## src/include/afc_map.svh

```systemverilog
/*
 * Register indexes, field positions, reset values and sizes of the FIFO
 * scan control block.
 * Assumes a 32-bit APB bus where byte address is four times the index.
 */
`ifndef AFC_MAP_SVH
`define AFC_MAP_SVH

`define AFC_IDX_CTRL_ONE    6'h10
`define AFC_IDX_FIFO_CTRL   6'h13
`define AFC_IDX_RES_HIGH    6'h14
`define AFC_IDX_RES_LOW     6'h15
`define AFC_IDX_IRQ_STATUS  6'h20
`define AFC_IDX_IRQ_MASK    6'h21

`define AFC_FC_SCAN_BIT     6
`define AFC_FC_COMB_BIT     5
`define AFC_FC_DEP_MSB      2
`define AFC_FC_DEP_LSB      0
`define AFC_FC_WRITE_MASK   8'h67
`define AFC_FC_RESET        8'h00

`define AFC_C1_CMP_BIT      6
`define AFC_C1_CONT_BIT     5
`define AFC_C1_CH_MSB       4
`define AFC_C1_CH_LSB       0
`define AFC_C1_RESET        8'h00

`define AFC_IRQ_DONE_BIT    0
`define AFC_IRQ_OVF_BIT     1
`define AFC_IRQ_WIDTH       2

`define AFC_MAX_LEVELS      8
`define AFC_RES_WIDTH       12
`define AFC_CH_WIDTH        5

`endif

```

## src/include/afc_pkg.sv

```systemverilog
/*
 * Types of the FIFO scan control block.
 * Assumes afc_map.svh is on the include path.
 */
`include "afc_map.svh"

package afc_pkg;

  typedef enum logic [0:0] {
    AFC_ST_IDLE = 1'b0,
    AFC_ST_WAIT = 1'b1
  } afc_state_t;

  typedef struct packed {
    logic                       start;
    logic [`AFC_CH_WIDTH-1:0]   channel;
  } afc_conv_req_t;

  typedef struct packed {
    logic                       done;
    logic                       match;
    logic [`AFC_RES_WIDTH-1:0]  result;
  } afc_conv_rsp_t;

  typedef struct packed {
    afc_state_t                                          state;
    logic [7:0]                                          fifo_ctrl;
    logic [7:0]                                          ctrl_one;
    logic                                                conversion_complete_flag;
    logic [`AFC_IRQ_WIDTH-1:0]                           irq_status;
    logic [`AFC_IRQ_WIDTH-1:0]                           irq_mask;
    logic                                                irq;
    logic [`AFC_MAX_LEVELS-1:0][`AFC_CH_WIDTH-1:0]       ch_mem;
    logic [3:0]                                          ch_cnt;
    logic [2:0]                                          conv_idx;
    logic [`AFC_MAX_LEVELS-1:0][`AFC_RES_WIDTH-1:0]      res_mem;
    logic [3:0]                                          res_cnt;
    logic [2:0]                                          res_rd;
    logic                                                match_or;
    logic                                                match_and;
    afc_conv_req_t                                       conv_req;
    logic                                                pready;
    logic                                                pslverr;
    logic [31:0]                                         prdata;
  } afc_state_s_t;

endpackage

```

## src/hw/afc_fifo_scan_ctrl.sv

```systemverilog
/*
 * FIFO scan control of a successive-approximation converter: channel and
 * result FIFOs, scan mode, OR/AND compare combining, completion flag and
 * interrupt, all behind an APB slave.
 * Assumes the converter core runs on pclk, takes a one-cycle start with a
 * channel and answers with a one-cycle done carrying result and match.
 */
// The APB slave port was chosen for this implementation.
// Functional notes
// - Reserved control bits read zero, ignore writes.
// - Scan mode repeats first queued channel until full.
// - Continuous scan restarts from first queued channel when complete.
// - OR combine: complete after any compare match.
// - AND combine: complete after every compare matches.
// - Depth zero disables FIFO, single conversion unit.
// - FIFO depth equals depth field plus one.
// - Conversions wait until channel FIFO reaches depth.
// - Completion only when result FIFO reaches depth.
// - Channel writes push, result low reads pop entries.
// - Results come out in channel write order.
`timescale 1ns/100ps
`default_nettype none
`include "afc_map.svh"

module afc_fifo_scan_ctrl
(
  input  wire logic                   pclk,
  input  wire logic                   presetn,
  input  wire logic                   clk_en,
  input  wire logic                   psel,
  input  wire logic                   penable,
  input  wire logic                   pwrite,
  input  wire logic [7:0]             paddr,
  input  wire logic [31:0]            pwdata,
  output logic                        pready,
  output logic [31:0]                 prdata,
  output logic                        pslverr,
  output logic                        irq,
  output afc_pkg::afc_conv_req_t      conv_req,
  input  wire afc_pkg::afc_conv_rsp_t conv_rsp
);

  afc_pkg::afc_state_s_t s_q;
  afc_pkg::afc_state_s_t s_d;

  function automatic logic [3:0] afc_levels(input logic [7:0] fc);
    afc_levels = {1'b0, fc[`AFC_FC_DEP_MSB:`AFC_FC_DEP_LSB]} + 4'h1;
  endfunction

  function automatic logic afc_fifo_on(input logic [7:0] fc);
    afc_fifo_on = (fc[`AFC_FC_DEP_MSB:`AFC_FC_DEP_LSB] != 3'h0);
  endfunction

  logic [5:0]  idx;
  logic        aligned;
  logic        acc_first;
  logic        acc_done;
  logic        wr_done;
  logic        rd_done;
  logic        fifo_en;
  logic [3:0]  levels;
  logic        mapped;
  logic [31:0] rd_val;
  logic        ev_done;
  logic        ev_ovf;
  logic [`AFC_IRQ_WIDTH-1:0] w1c;
  logic        or_new;
  logic        and_new;
  logic        cmp_ok;
  logic        last;
  logic [2:0]  next_idx;

  assign idx       = paddr[7:2];
  assign aligned   = (paddr[1:0] == 2'h0);
  assign acc_first = psel & penable & ~s_q.pready;
  assign acc_done  = psel & penable & s_q.pready;
  assign wr_done   = acc_done & pwrite & ~s_q.pslverr;
  assign rd_done   = acc_done & ~pwrite & ~s_q.pslverr;
  assign fifo_en   = afc_fifo_on(s_q.fifo_ctrl);
  assign levels    = afc_levels(s_q.fifo_ctrl);

  // Register read multiplexer, captured in the first access cycle.
  always_comb
  begin
    mapped = aligned;
    rd_val = 32'h0000_0000;
    unique case (idx)
      `AFC_IDX_CTRL_ONE:
        rd_val = {24'h00_0000, s_q.conversion_complete_flag, s_q.ctrl_one[6:0]};
      `AFC_IDX_FIFO_CTRL:
        rd_val = {24'h00_0000, s_q.fifo_ctrl & `AFC_FC_WRITE_MASK};
      `AFC_IDX_RES_HIGH:
        rd_val = {28'h000_0000, s_q.res_mem[s_q.res_rd][11:8]};
      `AFC_IDX_RES_LOW:
        rd_val = {24'h00_0000, s_q.res_mem[s_q.res_rd][7:0]};
      `AFC_IDX_IRQ_STATUS:
        rd_val = {30'h0000_0000, s_q.irq_status};
      `AFC_IDX_IRQ_MASK:
        rd_val = {30'h0000_0000, s_q.irq_mask};
      default:
        mapped = 1'b0;
    endcase
  end

  // Next state of all registers, frozen while the clock enable is low.
  always_comb
  begin
    s_d      = s_q;
    ev_done  = 1'b0;
    ev_ovf   = 1'b0;
    w1c      = '0;
    or_new   = s_q.match_or | conv_rsp.match;
    and_new  = s_q.match_and & conv_rsp.match;
    cmp_ok   = 1'b1;
    last     = 1'b0;
    next_idx = 3'h0;
    if (clk_en)
    begin
      s_d.conv_req.start = 1'b0;
      s_d.pready = acc_first;
      if (acc_first)
      begin
        s_d.pslverr = ~mapped;
        s_d.prdata  = mapped ? rd_val : 32'h0000_0000;
      end

      if (wr_done && idx == `AFC_IDX_FIFO_CTRL)
      begin
        s_d.fifo_ctrl = pwdata[7:0] & `AFC_FC_WRITE_MASK;
        s_d.ch_cnt    = 4'h0;
      end
      if (wr_done && idx == `AFC_IDX_IRQ_MASK)
        s_d.irq_mask = pwdata[`AFC_IRQ_WIDTH-1:0];
      if (wr_done && idx == `AFC_IDX_IRQ_STATUS)
        w1c = pwdata[`AFC_IRQ_WIDTH-1:0];

      if (wr_done && idx == `AFC_IDX_CTRL_ONE)
      begin
        s_d.ctrl_one = pwdata[7:0] & 8'h7f;
        s_d.conversion_complete_flag     = 1'b0;
        if (fifo_en)
        begin
          if (s_q.ch_cnt < levels && s_q.state == afc_pkg::AFC_ST_IDLE)
          begin
            s_d.ch_mem[s_q.ch_cnt[2:0]] = pwdata[`AFC_C1_CH_MSB:`AFC_C1_CH_LSB];
            s_d.ch_cnt = s_q.ch_cnt + 4'h1;
          end
          else
            ev_ovf = 1'b1;
        end
        else
        begin
          s_d.ch_mem[0]        = pwdata[`AFC_C1_CH_MSB:`AFC_C1_CH_LSB];
          s_d.conv_req.channel = pwdata[`AFC_C1_CH_MSB:`AFC_C1_CH_LSB];
          s_d.conv_req.start   = 1'b1;
          s_d.state            = afc_pkg::AFC_ST_WAIT;
          s_d.res_rd           = 3'h0;
        end
      end

      if (rd_done && idx == `AFC_IDX_RES_LOW)
      begin
        s_d.conversion_complete_flag = 1'b0;
        // Pops wait for the set to end, so the write index stays intact.
        if (fifo_en && s_q.res_cnt != 4'h0 && s_q.state == afc_pkg::AFC_ST_IDLE)
        begin
          s_d.res_rd  = s_q.res_rd + 3'h1;
          s_d.res_cnt = s_q.res_cnt - 4'h1;
        end
      end

      unique case (s_q.state)
        afc_pkg::AFC_ST_IDLE:
        begin
          if (fifo_en && s_q.ch_cnt == levels)
          begin
            s_d.state            = afc_pkg::AFC_ST_WAIT;
            s_d.conv_idx         = 3'h0;
            s_d.res_cnt          = 4'h0;
            s_d.res_rd           = 3'h0;
            s_d.match_or         = 1'b0;
            s_d.match_and        = 1'b1;
            s_d.conv_req.channel = s_q.ch_mem[0];
            s_d.conv_req.start   = 1'b1;
          end
        end
        afc_pkg::AFC_ST_WAIT:
        begin
          if (conv_rsp.done)
          begin
            if (fifo_en)
            begin
              s_d.res_mem[s_q.res_cnt[2:0]] = conv_rsp.result;
              s_d.res_cnt   = s_q.res_cnt + 4'h1;
              s_d.match_or  = or_new;
              s_d.match_and = and_new;
              last = (s_q.res_cnt + 4'h1 == levels);
              if (s_q.ctrl_one[`AFC_C1_CMP_BIT])
                cmp_ok = s_q.fifo_ctrl[`AFC_FC_COMB_BIT] ? and_new : or_new;
              if (s_q.fifo_ctrl[`AFC_FC_SCAN_BIT])
                next_idx = 3'h0;
              else
                next_idx = s_q.conv_idx + 3'h1;
              if (!last)
              begin
                s_d.conv_idx         = next_idx;
                s_d.conv_req.channel = s_q.ch_mem[next_idx];
                s_d.conv_req.start   = 1'b1;
              end
              else
              begin
                s_d.conversion_complete_flag = cmp_ok;
                ev_done  = cmp_ok;
                if (s_q.ctrl_one[`AFC_C1_CONT_BIT])
                begin
                  s_d.conv_idx         = 3'h0;
                  s_d.res_cnt          = 4'h0;
                  s_d.res_rd           = 3'h0;
                  s_d.match_or         = 1'b0;
                  s_d.match_and        = 1'b1;
                  s_d.conv_req.channel = s_q.ch_mem[0];
                  s_d.conv_req.start   = 1'b1;
                end
                else
                begin
                  s_d.state  = afc_pkg::AFC_ST_IDLE;
                  s_d.ch_cnt = 4'h0;
                end
              end
            end
            else
            begin
              cmp_ok = ~s_q.ctrl_one[`AFC_C1_CMP_BIT] | conv_rsp.match;
              if (cmp_ok)
                s_d.res_mem[0] = conv_rsp.result;
              s_d.conversion_complete_flag = s_q.conversion_complete_flag | cmp_ok;
              ev_done  = cmp_ok;
              if (s_q.ctrl_one[`AFC_C1_CONT_BIT])
              begin
                s_d.conv_req.channel = s_q.ch_mem[0];
                s_d.conv_req.start   = 1'b1;
              end
              else
                s_d.state = afc_pkg::AFC_ST_IDLE;
            end
          end
        end
      endcase

      s_d.irq_status = (s_q.irq_status & ~w1c)
                     | {ev_ovf, ev_done};
      s_d.irq = |(s_d.irq_status & s_d.irq_mask);
    end
  end

  always_ff @(posedge pclk or negedge presetn)
  begin
    if (!presetn)
    begin
      s_q           <= '0;
      s_q.state     <= afc_pkg::AFC_ST_IDLE;
      s_q.fifo_ctrl <= `AFC_FC_RESET;
      s_q.ctrl_one  <= `AFC_C1_RESET;
      s_q.match_and <= 1'b1;
    end
    else
      s_q <= s_d;
  end

  assign pready   = s_q.pready;
  assign prdata   = s_q.prdata;
  assign pslverr  = s_q.pslverr;
  assign irq      = s_q.irq;
  assign conv_req = s_q.conv_req;

endmodule

`default_nettype wire

```

## config.mk

```make
export PLATFORM = sky130hd
export DESIGN_NAME = afc_fifo_scan_ctrl
export DESIGN_NICKNAME = d
export VERILOG_FILES = /design/src/include/afc_pkg.sv /design/src/hw/afc_fifo_scan_ctrl.sv
export VERILOG_INCLUDE_DIRS = /design/src /design/src/include
export SDC_FILE = /design/constraint.sdc
export NUM_CORES = 1
export LEC_CHECK = 0
export BUFFER_PORTS_ARGS = -buffer_cell sky130_fd_sc_hd__buf_2
export CAP_MARGIN = 0
export CELL_PAD_IN_SITES_DETAIL_PLACEMENT = 0
export CELL_PAD_IN_SITES_GLOBAL_PLACEMENT = 1
export CORE_ASPECT_RATIO = 1.4
export CORE_MARGIN = 2
export CORE_UTILIZATION = 48
export CTS_CLUSTER_SIZE = 16
export DETAILED_ROUTE_END_ITERATION = 10
export PLACE_DENSITY_LB_ADDON = 0.1
export SYNTH_ARGS = -nofsm -noshare
export SYNTH_HDL_FRONTEND = slang
export SYNTH_SLANG_ARGS = --single-unit
```

## constraint.sdc

```tcl
create_clock -name pclk -period 3.1 [get_ports pclk]
set_input_delay 0.465 -clock pclk [delete_from_list [all_inputs] [get_ports pclk]]
set_output_delay 0.465 -clock pclk [all_outputs]
set_load 0.02 [all_outputs]
```

======== Word-level counts from Yosys, hierarchy flattened ========
Cells that the tools add are included.
operators by class
  add/sub/neg operators ................... 6
  multiply operators ...................... 0
  divide/modulo/power cells ............... 0
  magnitude comparators ................... 7
  eq/ne operators ......................... 13
  shifts and indexed selects .............. 0
  mux-type cells .......................... 78
  bitwise gates (word level) .............. 21
  reductions and logical operators ........ 26
operators with widths
  cell                  count
  $mux W118             1
  $bwmux W96            1
  $mux W91              1
  $mux W12              4
  $pmux W8 S6           1
  $bwmux W40            1
  $bmux W12 S3          1
  $demux W12 S3         1
  $mux W3               11
  $mux W32              1
  $mux W15              2
  $mux W6               5
  $pmux W15 S2          1
  $mux W9               3
  $mux W1               25
  $eq A6 B5 Y1 const B  4
  $mux W4               6
  $lt A3 B4 Y1 const B  4
  $reduce_and A4 Y1     4
  $bmux W5 S3           1
  $demux W5 S3          1
  $mux W5               3
  $mux W7               2
  $eq A6 B6 Y1 const B  2
  other kinds (29)      65
word-level totals
  register bits after elaboration ......... 211
  latch bits .............................. 0
  RAM bits ................................ 0
  memory bits (read-only) ................. 0
  input bits .............................. 60
  output and inout bits ................... 41
  logic and storage cells ................. 185
  memories ................................ 0

======== Logic depth before layout (Yosys ltp) ========
  depth after elaboration ................. 14
  mapped depth ............................ 11
  gate-level depth less buffers ........... 10

======== Worst setup path after synthesis ========
OpenSTA, ideal clock, no wires.
  path type ............................... register to register
  start ................................... register s_q[206] (netlist name)
  end ..................................... register s_q[172] (netlist name)
  library setup time ...................... 0.125 ns
  arrival ................................. 2.700 ns
  required time ........................... 2.975 ns
  slack ................................... 0.275 ns
  stages on the path, launching flop included .. 11
  path buffers ............................ 1
  clock period less this slack ............ 2.825 ns
  cell sequence ........................... dfrtp_1 -> inv_1 -> ha_1 -> inv_1 -> ha_1 -> a21oi_1 -> o211ai_1 -> or3_1 -> or4b_1 -> buf_2 -> mux2_4
between the ends
  cells in the longest elaborated chain, start to end .. 4
  elaborated cells on any way between the ends .. 5
  classes of those cells .................. add/sub (1); order compare (1); reduce/logical (3)
ends and longest elaborated chain
  what                           RTL line                   text
  from (decl)                    afc_fifo_scan_ctrl.sv:43   afc_pkg::afc_state_s_t s_q;
  $add A3 B1 Y4                  afc_fifo_scan_ctrl.sv:47   afc_levels = {1'b0, fc[`AFC_FC_DEP_MSB:`AFC_FC_DEP_LSB]} + 4'h1;
  $lt A4 B4 Y1                   afc_fifo_scan_ctrl.sv:143  if (s_q.ch_cnt < levels && s_q.state == afc_pkg::AFC_ST_IDLE)
  $logic_and A1 B1 Y1            afc_fifo_scan_ctrl.sv:143
  $reduce_and A4 Y1 (no line) *  --
Mark *: on every way between the ends. The rest lies on a longest branch, timed or not.
A chain may end at the register's enable or synchronous reset.

======== Worst setup path in the final report ========
  start ................................... register s_q[206] (netlist name)
  end ..................................... register s_q[176] (netlist name)
Same word-level chain as after synthesis.

==> metrics <==
Max Freq=338 MHz; Post CTS Setup Buffer Count=0; # DRC=0; CTS H-Tree Depth=4; Post-Syn Area=9720 µm²; Async S/R FF share, synth=1.00; kind of critical path=reg2reg; fin crit share=0.954; Synth Register Bits=187; DR pass1 iterations=5; highest-count cells in the layout ignoring fill and taps=dfrtp_1, mux2_2, buf_2; WL/cell=21.7 µm; commonest non-fill, non-tap cell in the layout=dfrtp_1; die area=21400 µm²; die width=124 µm; switching share of power=0.277; actual slew at the worst max-slew pin=0.794 ns; Data required, critical path=3.42 ns; Logic pwr share=0.106; initial drt markers=378; I/O pin cnt=101; clk buf depth=2; Routed Antenna Nets=0; nets@finish=907; Yosys cell types=60; DR vias=6514; Synth-to-Final Area Change=11.0%; Post-synth EDFFs=0; Hold WS=0.0481 ns; gr ovfl total=0; post-synthesis sequential area ratio=0.482; RePlAce Congestion=0.866; Reg power frac=0.488; clock latency on the worst-skew pair=0.44 ns; Primary FF master, synth=dfrtp_1; final setup violation count=0; IO buf count=51; die height=172 µm; worst min path class=in2async; largest net degree at the start of global routing=74; CTS tree=done; clock share of power=0.405; Synth Instances=795; hold buffer count at cts=0; leakage power=5.05 nW; average size of a mapped cell=12.2 µm²; Internal=3.87 mW; clock sinks=187; via/cell ratio=5.91; row cnt=61; fin. max-slew vios=0; Post-Layout Cell Count=1102; Net Sw Power=1.48 mW; max_cap viols=0; RSZ-0062 raised after global routing=false; clock-pin slew on the worst setup and hold paths=0.08 ns; GRT Total Usage=0.230; YS warnings=0; CTS resizes=0; total CTS buffers=17; power density cells=496 nW/µm²; worst path arrival time=3.28 ns; initial antenna violation count=1; first-pass GRT wire length=37500 µm; layout cell share with drive strength beyond 1=0.362; status=completed; Placed Cells=1069; setup TNS=0 ns; Root Driver=clkbuf_16; crit end category=flip-flop; Max IR drop VDD=0.383 mV; post-DP HPWL=17100 µm; Placeable Area=19800 µm²; drt total wl=23900 µm; CP Max Fanout=5; clk_skew=0.0132 ns; Hold Vio Cnt, Final=0; fin crit period=2.96 ns; Setup crit start kind=flip-flop; vias in the first global route=6704; Max-slew headroom=0.466; initial core utilization=0.490
[critical path, cell delays in order, from the launching register on]
cell      delay [ns]
dfrtp_1         0.42
inv_1           0.09
ha_1            0.32
inv_1           0.05
ha_1            0.28
a21oi_1         0.14
o211ai_1        0.12
or3_1           0.37
or4b_1          0.68
mux2_4          0.36
[registers in the layout, summed over array words and instances (netlist names)]
name and flops:
irq 1, conv_req 6, s_q 170, pslverr 1, pready 1, prdata 8
[per-layer routing]
metal,share of wire,vias up,track usage
li1,-,2945,-
met3,0.035,38,0.0384
met2,0.55,149,0.429
met1,0.39,3382,0.260
met5,0,-,0
met4,0.031,0,0.0962
[final timing paths]
kind,start,to,slack (ns),cells after the start
worst max register to register,s_q[206],s_q[176],0.14,9
worst min-delay path,presetn,s_q[178],0.05,1
worst min register to register,prdata[0],prdata[0],0.49,2
max in group asynchronous,presetn,s_q[85],2.26,2
min in group pclk,pwdata[6],s_q[204],0.27,2
worst max-delay path,s_q[206],s_q[176],0.14,9
[cell type report]
| cell class | count | area (µm²) |
|---|---|---|
| clock inverter | 15 | 179 |
| clock buffer | 17 | 425 |
| antenna | 1 | 2.50 |
| tap | 252 | 315 |
| sequential | 187 | 4680 |
| fill | 1745 | 9060 |
| timing repair buffer | 82 | 519 |
| inverter | 18 | 67.6 |
| multi-input combinational | 530 | 4600 |
[cells in the mapped netlist, drive strengths merged (3+ instances only)]
master / n / share of area
and3: 3 / 0.0019
nand2: 48 / 0.019
ha: 11 / 0.014
a211oi: 5 / 0.0039
mux4: 24 / 0.056
a22o: 6 / 0.0054
a21oi: 16 / 0.0082
nand2b: 10 / 0.0064
inv: 18 / 0.0070
mux2: 162 / 0.19
and2: 5 / 0.0032
buf: 49 / 0.035
mux2i: 27 / 0.028
nor4: 4 / 0.0032
nand3: 13 / 0.0067
nor2b: 8 / 0.0052
o32a: 4 / 0.0041
a22oi: 5 / 0.0039
a21o: 4 / 0.0031
clkbuf: 34 / 0.013
o21ai: 28 / 0.014
dfrtp: 186 / 0.48
a221oi: 4 / 0.0036
o311ai: 4 / 0.0036
a32o: 3 / 0.0031
nor2: 32 / 0.012
a31oi: 13 / 0.0084
or3: 3 / 0.0019
o221ai: 3 / 0.0027
o211a: 4 / 0.0041
nand4: 7 / 0.0045
nor3: 5 / 0.0026
xnor2: 4 / 0.0036
o22ai: 16 / 0.010
[cell families (layout without fill, tap and decap cells)]
kind of cell	count (synthesis)	in the layout	synth area share
AO/OA/AOI/OAI	127	127	0.0908
other	1	25	0.000386
AND/OR/NAND/NOR	148	148	0.0775
adder cells (fa/ha/maj)	11	11	0.0142
flip-flops	187	187	0.482
XOR/XNOR	7	7	0.00785
buffers and inverters	101	132	0.0546
multiplexers	213	213	0.273
[through the flow]
stage           util  worst slack, ns  cell area, µm²  power, mW
6_report       0.544            0.142           10800       5.35
3_3_place_gp   0.513            0.185           10200       3.21
2_1_floorplan      -            0.275            9800       3.05
5_1_grt        0.544           0.0302           10800       5.58
3_5_place_dp   0.513            0.136           10200       3.24
4_1_cts        0.544            0.133           10800       5.42
[power groups by stage]
stage	Sequential, mW	Combinational, mW	Clock, mW
floorplan	2.63	0.413	0
global placement	2.65	0.559	0
detailed placement	2.66	0.575	0
CTS	2.61	0.576	2.23
global route	2.62	0.619	2.34
finish	2.61	0.570	2.17
No activity file was read; power rests on OpenSTA's default activity.
